$ cat src/lcp_params.svh
// Constants of the LCD clock, reference and pixel control block.
// Included by bare name; definitions only.
`ifndef LCP_PARAMS_SVH
`define LCP_PARAMS_SVH

// ---------------------------------------------------------------
// Register byte offsets (Avalon word aligned)
// ---------------------------------------------------------------
`define LCP_OFF_REF      8'h00
`define LCP_OFF_CST      8'h04
`define LCP_OFF_CON      8'h08
`define LCP_OFF_PS       8'h0c
`define LCP_SEG_NIB      4'h1
`define LCP_PIX_TOP      2'h1

// ---------------------------------------------------------------
// Field positions
// ---------------------------------------------------------------
`define LCP_BIT_IRE      7
`define LCP_BIT_IRI      5
`define LCP_BIT_BP3      3
`define LCP_BIT_BP1      1
`define LCP_REF_MASK     8'hae
`define LCP_CST_MASK     8'h07
`define LCP_CS_LSB       2
`define LCP_BIAS_LSB     0
`define LCP_BIT_ACTIVE   5

// ---------------------------------------------------------------
// Reset values
// ---------------------------------------------------------------
`define LCP_RST_REF      8'h00
`define LCP_RST_CST      3'h0
`define LCP_RST_SEG      8'h00
`define LCP_RST_CS       2'h0
`define LCP_RST_BIAS     2'h0
`define LCP_RST_PS       4'h3

// ---------------------------------------------------------------
// Timing counts
// ---------------------------------------------------------------
`define LCP_SYS_DIV      256
`define LCP_SYS_LAST     8'hff

`endif

$ cat src/lcp_pkg.sv
// Types of the LCD clock, reference and pixel control block.
// Used by the control module; the constants live in lcp_params.svh.
package lcp_pkg;

  // Bus answer phase
  typedef enum logic {
    bus_idle,
    bus_answer
  } lcp_bus_t;

  // Clock source choices
  typedef enum logic [1:0] {
    src_sys_div = 2'h0,
    src_crystal = 2'h1,
    src_lfrc    = 2'h2,
    src_lfrc_b  = 2'h3
  } lcp_clk_src_t;

  // Bias types
  typedef enum logic [1:0] {
    bias_static = 2'h0,
    bias_half   = 2'h1,
    bias_third  = 2'h2,
    bias_third_b = 2'h3
  } lcp_bias_t;

endpackage

$ cat src/lcp_pixel_mem.sv
// Pixel data store with one write port and two registered read ports.
// Assumes one clock; contents are never reset.
`timescale 1ns/1ns

module lcp_pixel_mem #(
  parameter int WIDTH = 8,
  parameter int DEPTH = 16,
  parameter int AW    = 4
) (
  // Clock
  input  wire logic             clk_sys,
  // Write port
  input  wire logic             wr_en,
  input  wire logic [AW-1:0]    wr_addr,
  input  wire logic [WIDTH-1:0] wr_data,
  // Read port A (bus)
  input  wire logic [AW-1:0]    rd_addr_a,
  output logic      [WIDTH-1:0] rd_data_a,
  // Read port B (glass scan)
  input  wire logic [AW-1:0]    rd_addr_b,
  output logic      [WIDTH-1:0] rd_data_b
);

  logic [WIDTH-1:0] mem [DEPTH];

  // ---------------------------------------------------------------
  // Storage
  // ---------------------------------------------------------------
  // No reset: contents survive every reset and are unknown at power-up
  always_ff @(posedge clk_sys) begin
    if (wr_en) begin
      mem[wr_addr] <= wr_data;
    end
    rd_data_a <= mem[rd_addr_a];
    rd_data_b <= mem[rd_addr_b];
  end

endmodule

$ cat src/lcp_ctrl.sv
// LCD clock selection, prescaler, reference control and pixel registers.
// Assumes synchronous source-clock inputs and an Avalon-MM master.
//
// Overview of operation
// Reference enable turns internal reference on
// Idle bit drops reference buffer in mode B
// Each bias enable connects its bias pin
// Bias connect leaves direction and analog untouched
// Contrast field sets ladder resistance value/7
// Unimplemented bits read zero, ignore writes
// Segment enable picks drive or I/O, resets zero
// Pixel bit set means dark pixel
// Pixel data not reset, unknown at power-up
// First source is system clock over 256
// Firmware enables crystal before selecting it
// Crystal and RC sources keep running in sleep
// Two-bit field chooses the clock source
// Hidden four-bit prescale counter, ratio from field
// Every ratio from 1:1 to 1:16
// Static, half, third bias give 2,3,4 levels
// Source codes 00 sys, 01 crystal, 1x RC
// Ratio is value plus one, resets 0011
// Inactive LCD forces internal reference off
// One tick per N source edges, restart
`timescale 1ns/1ns
`include "lcp_params.svh"

module lcp_ctrl import lcp_pkg::*; #(
  parameter int SEG_REGS = 4,
  parameter int PIX_REGS = 16,
  parameter int PIX_AW   = 4
) (
  // Clock and reset
  input  wire logic                    clk_sys,
  input  wire logic                    rst,
  // Avalon-MM slave
  input  wire logic [7:0]              avs_address,
  input  wire logic                    avs_read,
  input  wire logic                    avs_write,
  input  wire logic [31:0]             avs_writedata,
  input  wire logic [3:0]              avs_byteenable,
  output logic      [31:0]             avs_readdata,
  output logic                         avs_waitrequest,
  // Clock sources and device state
  input  wire logic                    crystal_osc_clock,
  input  wire logic                    low_freq_rc_clock,
  input  wire logic                    sleep_active,
  input  wire logic                    lcd_active_flag,
  input  wire logic                    ladder_mode_b,
  // Reference and bias controls
  output logic                         internal_ref_on,
  output logic                         fixed_ref_buffer_on,
  output logic      [2:0]              bias_pin_connect,
  output logic      [2:0]              contrast_sel,
  output logic      [2:0]              bias_level_count,
  // Segment and pixel outputs
  output logic      [8*SEG_REGS-1:0]   segment_pin_enable,
  input  wire logic [PIX_AW-1:0]       scan_addr,
  output logic      [7:0]              scan_pixel,
  // Prescaled LCD clock
  output logic                         lcd_clk_tick
);

  // ---------------------------------------------------------------
  // Address decode helpers
  // ---------------------------------------------------------------
  function automatic logic is_seg(input logic [7:0] a);
    is_seg = (a[7:4] == `LCP_SEG_NIB) && (32'(a[3:2]) < SEG_REGS);
  endfunction

  function automatic logic is_pix(input logic [7:0] a);
    is_pix = (a[7:6] == `LCP_PIX_TOP) && (32'(a[5:2]) < PIX_REGS);
  endfunction

  // ---------------------------------------------------------------
  // State
  // ---------------------------------------------------------------
  lcp_bus_t         bus_state, next_bus_state;
  logic [7:0]       ref_reg, next_ref_reg;
  logic [2:0]       next_contrast_sel;
  logic [1:0]       clk_src, next_clk_src;
  logic [1:0]       bias_type, next_bias_type;
  logic [3:0]       prescale_sel, next_prescale_sel;
  logic [7:0]       seg_reg [SEG_REGS];
  logic [7:0]       next_seg_reg [SEG_REGS];
  logic [7:0]       rdata, next_rdata;
  logic             rd_mem, next_rd_mem;
  logic [7:0]       sys_div, next_sys_div;
  logic             xtal_q, lfrc_q;
  logic [3:0]       pre_cnt, next_pre_cnt;
  logic             next_tick;
  logic             src_edge;
  logic             sys_wrap;
  logic             wr_go;
  logic             pix_we;
  logic [7:0]       pix_rd;

  // ---------------------------------------------------------------
  // Bus slave
  // ---------------------------------------------------------------
  // Every access answers in its second cycle; a fixed wait keeps the
  // memory read path registered at the cost of one cycle
  assign avs_waitrequest = (avs_read || avs_write) &&
                           (bus_state == bus_idle);
  assign wr_go = avs_write && (bus_state == bus_answer) &&
                 avs_byteenable[0];
  assign avs_readdata = {24'h0, rd_mem ? pix_rd : rdata};

  // Answer phase and captured read data
  always_comb begin
    next_bus_state = bus_idle;
    next_rdata     = rdata;
    next_rd_mem    = rd_mem;
    if ((avs_read || avs_write) && (bus_state == bus_idle)) begin
      next_bus_state = bus_answer;
      next_rd_mem    = is_pix(avs_address);
      next_rdata     = 8'h00; // Unmapped reads return zero
      if (avs_address == `LCP_OFF_REF) begin
        next_rdata = ref_reg & `LCP_REF_MASK;
      end else if (avs_address == `LCP_OFF_CST) begin
        next_rdata = {5'h00, contrast_sel};
      end else if (avs_address == `LCP_OFF_CON) begin
        next_rdata = {4'h0, clk_src, bias_type};
      end else if (avs_address == `LCP_OFF_PS) begin
        next_rdata = {2'h0, lcd_active_flag, 1'b0, prescale_sel};
      end else if (is_seg(avs_address)) begin
        next_rdata = seg_reg[avs_address[3:2]];
      end
    end
  end

  always_ff @(posedge clk_sys or posedge rst) begin
    if (rst) begin
      bus_state <= bus_idle;
      rdata     <= 8'h00;
      rd_mem    <= 1'b0;
    end else begin
      bus_state <= next_bus_state;
      rdata     <= next_rdata;
      rd_mem    <= next_rd_mem;
    end
  end

  // ---------------------------------------------------------------
  // Control registers
  // ---------------------------------------------------------------
  // Writes land on the edge where waitrequest is low
  always_comb begin
    next_ref_reg      = ref_reg;
    next_contrast_sel = contrast_sel;
    next_clk_src      = clk_src;
    next_bias_type    = bias_type;
    next_prescale_sel = prescale_sel;
    for (int i = 0; i < SEG_REGS; i++) begin
      next_seg_reg[i] = seg_reg[i];
    end
    if (wr_go) begin
      if (avs_address == `LCP_OFF_REF) begin
        next_ref_reg = avs_writedata[7:0] & `LCP_REF_MASK;
      end else if (avs_address == `LCP_OFF_CST) begin
        next_contrast_sel = avs_writedata[2:0];
      end else if (avs_address == `LCP_OFF_CON) begin
        next_clk_src   = avs_writedata[`LCP_CS_LSB +: 2];
        next_bias_type = avs_writedata[`LCP_BIAS_LSB +: 2];
      end else if (avs_address == `LCP_OFF_PS) begin
        next_prescale_sel = avs_writedata[3:0];
      end else if (is_seg(avs_address)) begin
        next_seg_reg[avs_address[3:2]] = avs_writedata[7:0];
      end
    end
  end

  always_ff @(posedge clk_sys or posedge rst) begin
    if (rst) begin
      ref_reg      <= `LCP_RST_REF;
      contrast_sel <= `LCP_RST_CST;
      clk_src      <= `LCP_RST_CS;
      bias_type    <= `LCP_RST_BIAS;
      prescale_sel <= `LCP_RST_PS;
      for (int i = 0; i < SEG_REGS; i++) begin
        seg_reg[i] <= `LCP_RST_SEG;
      end
    end else begin
      ref_reg      <= next_ref_reg;
      contrast_sel <= next_contrast_sel;
      clk_src      <= next_clk_src;
      bias_type    <= next_bias_type;
      prescale_sel <= next_prescale_sel;
      for (int i = 0; i < SEG_REGS; i++) begin
        seg_reg[i] <= next_seg_reg[i];
      end
    end
  end

  // ---------------------------------------------------------------
  // Reference, bias and segment outputs
  // ---------------------------------------------------------------
  // Inactive module always wins over the enable bit
  assign internal_ref_on = ref_reg[`LCP_BIT_IRE] && lcd_active_flag;
  assign fixed_ref_buffer_on = internal_ref_on &&
    !(ref_reg[`LCP_BIT_IRI] && ladder_mode_b);
  // Only the bias switch; pin direction and analog select are elsewhere
  assign bias_pin_connect =
    ref_reg[`LCP_BIT_BP3:`LCP_BIT_BP1];

  // Drive level count per bias type
  always_comb begin
    case (lcp_bias_t'(bias_type))
      bias_static: bias_level_count = 3'h2;
      bias_half:   bias_level_count = 3'h3;
      default:     bias_level_count = 3'h4;
    endcase
  end

  // Flatten segment enables, one bit per pin, 1 = segment drive
  always_comb begin
    for (int i = 0; i < SEG_REGS; i++) begin
      segment_pin_enable[8*i +: 8] = seg_reg[i];
    end
  end

  // ---------------------------------------------------------------
  // Pixel data
  // ---------------------------------------------------------------
  assign pix_we = wr_go && is_pix(avs_address);

  lcp_pixel_mem #(
    .WIDTH (8),
    .DEPTH (PIX_REGS),
    .AW    (PIX_AW)
  ) u_pixel_mem (
    .clk_sys   (clk_sys),
    .wr_en     (pix_we),
    .wr_addr   (avs_address[2 +: PIX_AW]),
    .wr_data   (avs_writedata[7:0]),
    .rd_addr_a (avs_address[2 +: PIX_AW]),
    .rd_data_a (pix_rd),
    .rd_addr_b (scan_addr),
    .rd_data_b (scan_pixel)
  );

  // ---------------------------------------------------------------
  // Clock source selection and prescaler
  // ---------------------------------------------------------------
  // Fixed divide by 256; stopped in sleep
  assign sys_wrap = (sys_div == `LCP_SYS_LAST) && !sleep_active;

  // Source inputs are synchronous, so one flop suffices for edges
  always_comb begin
    case (lcp_clk_src_t'(clk_src))
      src_sys_div: src_edge = sys_wrap;
      src_crystal: src_edge = crystal_osc_clock && !xtal_q;
      default:     src_edge = low_freq_rc_clock && !lfrc_q;
    endcase
  end

  // Counter restarts also when the ratio drops below the count
  always_comb begin
    next_sys_div = sleep_active ? sys_div : sys_div + 8'h01;
    next_pre_cnt = pre_cnt;
    next_tick    = 1'b0;
    if (src_edge) begin
      if (pre_cnt >= prescale_sel) begin
        next_pre_cnt = 4'h0;
        next_tick    = 1'b1;
      end else begin
        next_pre_cnt = pre_cnt + 4'h1;
      end
    end
  end

  always_ff @(posedge clk_sys or posedge rst) begin
    if (rst) begin
      sys_div      <= 8'h00;
      xtal_q       <= 1'b0;
      lfrc_q       <= 1'b0;
      pre_cnt      <= 4'h0;
      lcd_clk_tick <= 1'b0;
    end else begin
      sys_div      <= next_sys_div;
      xtal_q       <= crystal_osc_clock;
      lfrc_q       <= low_freq_rc_clock;
      pre_cnt      <= next_pre_cnt;
      lcd_clk_tick <= next_tick;
    end
  end
endmodule

$ cat config.mk
export PLATFORM = sky130hd
export DESIGN_NAME = lcp_ctrl
export DESIGN_NICKNAME = d
export VERILOG_FILES = /design/src/lcp_pkg.sv /design/src/lcp_pixel_mem.sv /design/src/lcp_ctrl.sv
export VERILOG_INCLUDE_DIRS = /design/src
export SDC_FILE = /design/constraint.sdc
export NUM_CORES = 1
export LEC_CHECK = 0
export BUFFER_PORTS_ARGS = -buffer_cell sky130_fd_sc_hd__buf_4
export CAP_MARGIN = 20
export CELL_PAD_IN_SITES_DETAIL_PLACEMENT = 1
export CELL_PAD_IN_SITES_GLOBAL_PLACEMENT = 2
export CORE_ASPECT_RATIO = 1.75
export CORE_MARGIN = 5
export CORE_UTILIZATION = 40
export CTS_BUF_LIST = sky130_fd_sc_hd__clkbuf_4
export DETAILED_ROUTE_END_ITERATION = 10
export GPL_TIMING_DRIVEN = 0
export PLACE_DENSITY_LB_ADDON = 0.05
export SYNTH_ARGS = -nofsm -noshare
export SYNTH_HDL_FRONTEND = slang
export SYNTH_SLANG_ARGS = --single-unit
$ cat constraint.sdc
create_clock -name clk_sys -period 2.3 [get_ports clk_sys]
set_clock_uncertainty 0.1 [all_clocks]
set_input_delay 0.115 -clock clk_sys [delete_from_list [all_inputs] [get_ports clk_sys]]
set_output_delay 0.115 -clock clk_sys [all_outputs]
set_load 0.02 [all_outputs]
==> flow_results.org <==
** Routing
- Wires add up to 28.72 mm.
- In this run the remaining antenna-violating nets after routing total 0.
- Vias/cell :: 5.290
- Number of violations reported at the end of detailed-routing iteration 0 :: 388
- In the final routed layout, each cell accounts on average for 24.69 um.
- For this block, the via count after detailed routing is 6152.
- Residual DRC count :: 0
- First-pass detailed-route iteration total :: 4

** Clock network
- TritonCTS clock tree :: done
- The clock net in this run drives a total of 217 sinks.
- In this run, CTS created clock tree buffers numbering 51.
- The clock reaches the later pin of the worst-skew pair after 0.68 ns.
- Clock-pin slew was measured on the worst setup and hold paths at 0.07 ns.
- The tree is rooted in a sky130_fd_sc_hd__clkbuf_4.
- The clock passes through at most 3 buffers.
- The clock tree synthesis step divided the H-tree into 2 levels.

** Critical path
- Crit Path Class :: input port to flop
- FF-to-FF setup slack :: 0.09 ns
- Critical path's top delay family :: buffers and inverters
- STA classifies the critical path endpoint as a flop.
- Of all nets on the critical path, the largest fanout is 10.
- Worst reg2reg path depth :: 4
- Critical-path top delay cell :: sky130_fd_sc_hd__clkbuf_1
- The startpoint identified for the worst register-to-register timing path is bus_state.
- Worst endpoint data arrival time :: 2.72 ns
- The worst register-to-register path ends at u_pixel_mem.mem[15][2].
- On the worst path, the slowest cell contributes a delay of 0.64 ns.
- CP cell instances :: dlygate4sd3_1 -> buf_4 -> clkbuf_1 -> mux4_2 -> a22oi_1 -> nand2_1 -> dlygate4sd3_1
- STA classifies the critical path startpoint as an input port.
- STA puts the critical path data required time at 2.77 ns.
- Most common cell type on the critical path :: sky130_fd_sc_hd__dlygate4sd3_1
- The number of buffers and inverters on the critical path is 4.

** Power and ir drop
- Static Leakage :: 4.897 nW
- The design draws 8.768 mW.
- In this run the power density over the cells is 718.8 mW/mm^2.
- Peak supply drop :: 0.3751 mV

** Floorplan
- The floorplan step defined a die boundary enclosing 0.02814 mm^2.
- For this design the top-level I/O count stands at 142.
- The initial utilization of the core area, before any placement, comes to 40.38%.
- Chip Width :: 129.0 um
- In this run the standard cell core region covers 0.02453 mm^2.
- Die Span Y :: 218.2 um
- Number of placement rows :: 76

** Hold path
- Hold Path Class :: input port to flop
- Endpoint of the worst hold path :: sys_div[0]
- Counting instances, the worst hold path has a depth of 3.
- Hold Crit Start :: sleep_active

** STA
- Setup violations remaining at the end of the flow were counted as 0.
- Slew headroom :: 42.46%
- Crit path time final :: 2.244 ns
- Final-report hold violation count :: 0
- Maximum clock rate :: 445.7 MHz
- Unrepaired setup endpoints after global routing :: true
- At the pin with the least slew margin, the transition time is 0.8599 ns.
- The total count of max-transition violations in the final report is 0.
- Period Utilization, post-route :: 97.55%

** GRT
- In the global route stage, met1 resource usage came out at 22.65%.
- For met2 alone, demand over resource in global routing was 39.79%.
- The number of global-route vias before repair is 7070.
- Global-route wire length before repair :: 43.96 mm
- In the global route stage, met3 resource usage came out at 3.937%.
- After global routing, the most crowded layer is met2.
- The number of antenna violations at the first check in global routing is 1.
- Entering global routing, the biggest net connects 58 pins.
- After global routing the overflow that remains totals 0.
- Global routing used 21.35% of the available tracks across all layers.

** Synth
- Most frequently used flop master after synthesis :: sky130_fd_sc_hd__edfxtp_1
- Number of synthesized register bits :: 217
- For this run, asynchronously set or reset flops after synthesis account for 33.64%.
- Post-Synthesis Mean Instance Area :: 16.38 um^2
- Number of enable-type register cells in the synthesized netlist :: 128
- Proportion of synthesized chip area in sequential cells :: 60.50%
- In this run, distinct cell masters in the synthesized netlist total 55.
- Yosys printed 0 warnings.
- After synthesis the cells add up to 0.009907 mm^2.
- The cell count after synthesis came out at 605.

** Final layout
- Top reg by flops :: u_pixel_mem.mem
- From synthesis to final layout, the design area changed by 23.12%.
- Fraction of the core area covered by cells at the end of the flow :: 49.72%
- The post-route netlist has 43.65% of its cells at a drive strength greater than 1.
- Net total in the final layout :: 870
- The register with the most flip-flops in the layout has 128 of them.

** Run status
- Result of the run :: completed

** Placed design
- Input and output buffers added on the ports amount to 88.
- HPWL Detailed :: 20.98 mm
- Final RePlAce weighted congestion :: 0.7856

** Run
- Across the run, the number of max-cap violations was 0.
cell usage after synthesis (3+ instances only):
cell type                    n  area share (%)
sky130_fd_sc_hd__o211ai_1    3            0.23
sky130_fd_sc_hd__and2b_1     4            0.30
sky130_fd_sc_hd__nor2b_1     7            0.44
sky130_fd_sc_hd__nand2b_1    7            0.44
sky130_fd_sc_hd__dfxtp_1    16             3.2
sky130_fd_sc_hd__buf_4      32             2.4
sky130_fd_sc_hd__buf_1       4            0.15
sky130_fd_sc_hd__dfrtp_1    71              18
sky130_fd_sc_hd__mux4_2     74              17
sky130_fd_sc_hd__and2_1      3            0.19
sky130_fd_sc_hd__edfxtp_1  128              39
sky130_fd_sc_hd__a22oi_1    35             2.7
sky130_fd_sc_hd__nand2_1    36             1.4
sky130_fd_sc_hd__inv_1       9            0.34
sky130_fd_sc_hd__mux2_4      8             1.2
sky130_fd_sc_hd__o21ai_0    10            0.51
sky130_fd_sc_hd__xnor2_1     6            0.53
sky130_fd_sc_hd__clkbuf_1   12            0.45
sky130_fd_sc_hd__buf_2      10            0.51
sky130_fd_sc_hd__mux2_2     49             5.6
sky130_fd_sc_hd__nor2_1     25            0.95
sky130_fd_sc_hd__ha_1        6            0.76
sky130_fd_sc_hd__nand3_1     9            0.45
logic make-up after synthesis:
group	count (synthesis)	synth area share [%]
xor+xnor	7	0.6189
simple gates	111	5.822
flops	217	60.50
fa+ha+maj	6	0.7577
other cells	1	0.03785
compound gates	64	4.673
mux	131	23.60
buf+inv	68	3.991
layout make-up:
cell class                 count  area [um^2]
inverter                       9        36.28
clock buffer                  78        585.6
sequential                   217         5993
clock inverter                18        127.6
antenna                        1        2.502
tap                          312        390.4
fill                        2442        12340
buffer                        58        359.1
multi-input combinational    343         3635
timing repair buffer         127         1069
cell usage in the layout (no fill, tap or decap), drive strengths merged, types with 4 or more instances in the layout:
master and instances:
buf 136, edfxtp 128, clkbuf 89, mux4 74
dfrtp 71, mux2 57, dlygate4sd3 38, nand2 36
a22oi 35, nor2 26, conb 24, dfxtp 16
clkinv 15, o21ai 10, inv 10, nand3 9
nand2b 7, nor2b 7, xnor2 6, ha 6
and2b 4, and2 4
per-stage QoR:
step           instance area (um^2)  setup WS (ns)  TNS, ns  std cells  hold WS (ns)
4_1_cts                       12180        0.02941        0       1163       0.07618
5_1_grt                       12200       -0.05019  -0.5143       1163       0.05249
3_5_place_dp                  11070        -0.4542   -13.82       1029      -0.02456
2_1_floorplan                  9993         0.2228        0        628       0.04643
6_report                      12200        0.05626        0       1163        0.1248
3_3_place_gp                  11040        -0.7334   -60.91       1028        0.1349
how the worst max path moves through the flow:
stage                               end       startpoint  slack (ns)  depth (start not counted)
3_5_place_dp     u_pixel_mem.mem[11][4]   avs_address[3]       -0.45                          5
6_report       u_pixel_mem.rd_data_b[7]     scan_addr[1]        0.06                          7
3_3_place_gp                 pre_cnt[0]              rst       -0.73                          2
5_1_grt          u_pixel_mem.mem[15][2]        bus_state       -0.05                          4
4_1_cts                        rdata[6]        bus_state        0.03                          4
2_1_floorplan                pre_cnt[3]  prescale_sel[0]        0.22                          5
power breakdown:
group          internal (mW)  total [mW]  switching [mW]
Combinational          0.463        1.02           0.556
Sequential              4.26        4.37           0.113
Clock                   1.78        3.37            1.59
Total                   6.51        8.77            2.26
worst register-to-register path, delay by kind of cell, from the launching register on:
family	cells	cell delay [ns]
and+or+nand+nor	4	1.36
DFF	1	0.38
metal layers:
metal / share of wire [%] / wire length, um
met3: 4.3 / 1221
met4: 4.8 / 1382
met5: 0 / 0
met2: 56 / 16170
met1: 35 / 9939
what timing repair did:
item,4_1_cts,5_1_grt
hold buffers,39,0
endpoints found under the setup margin,13,45
resized for setup,3,7
pin swaps,0,0
endpoints found under the hold margin,315,0
buffers inserted,0,0
(Power assumes the default switching activity.)
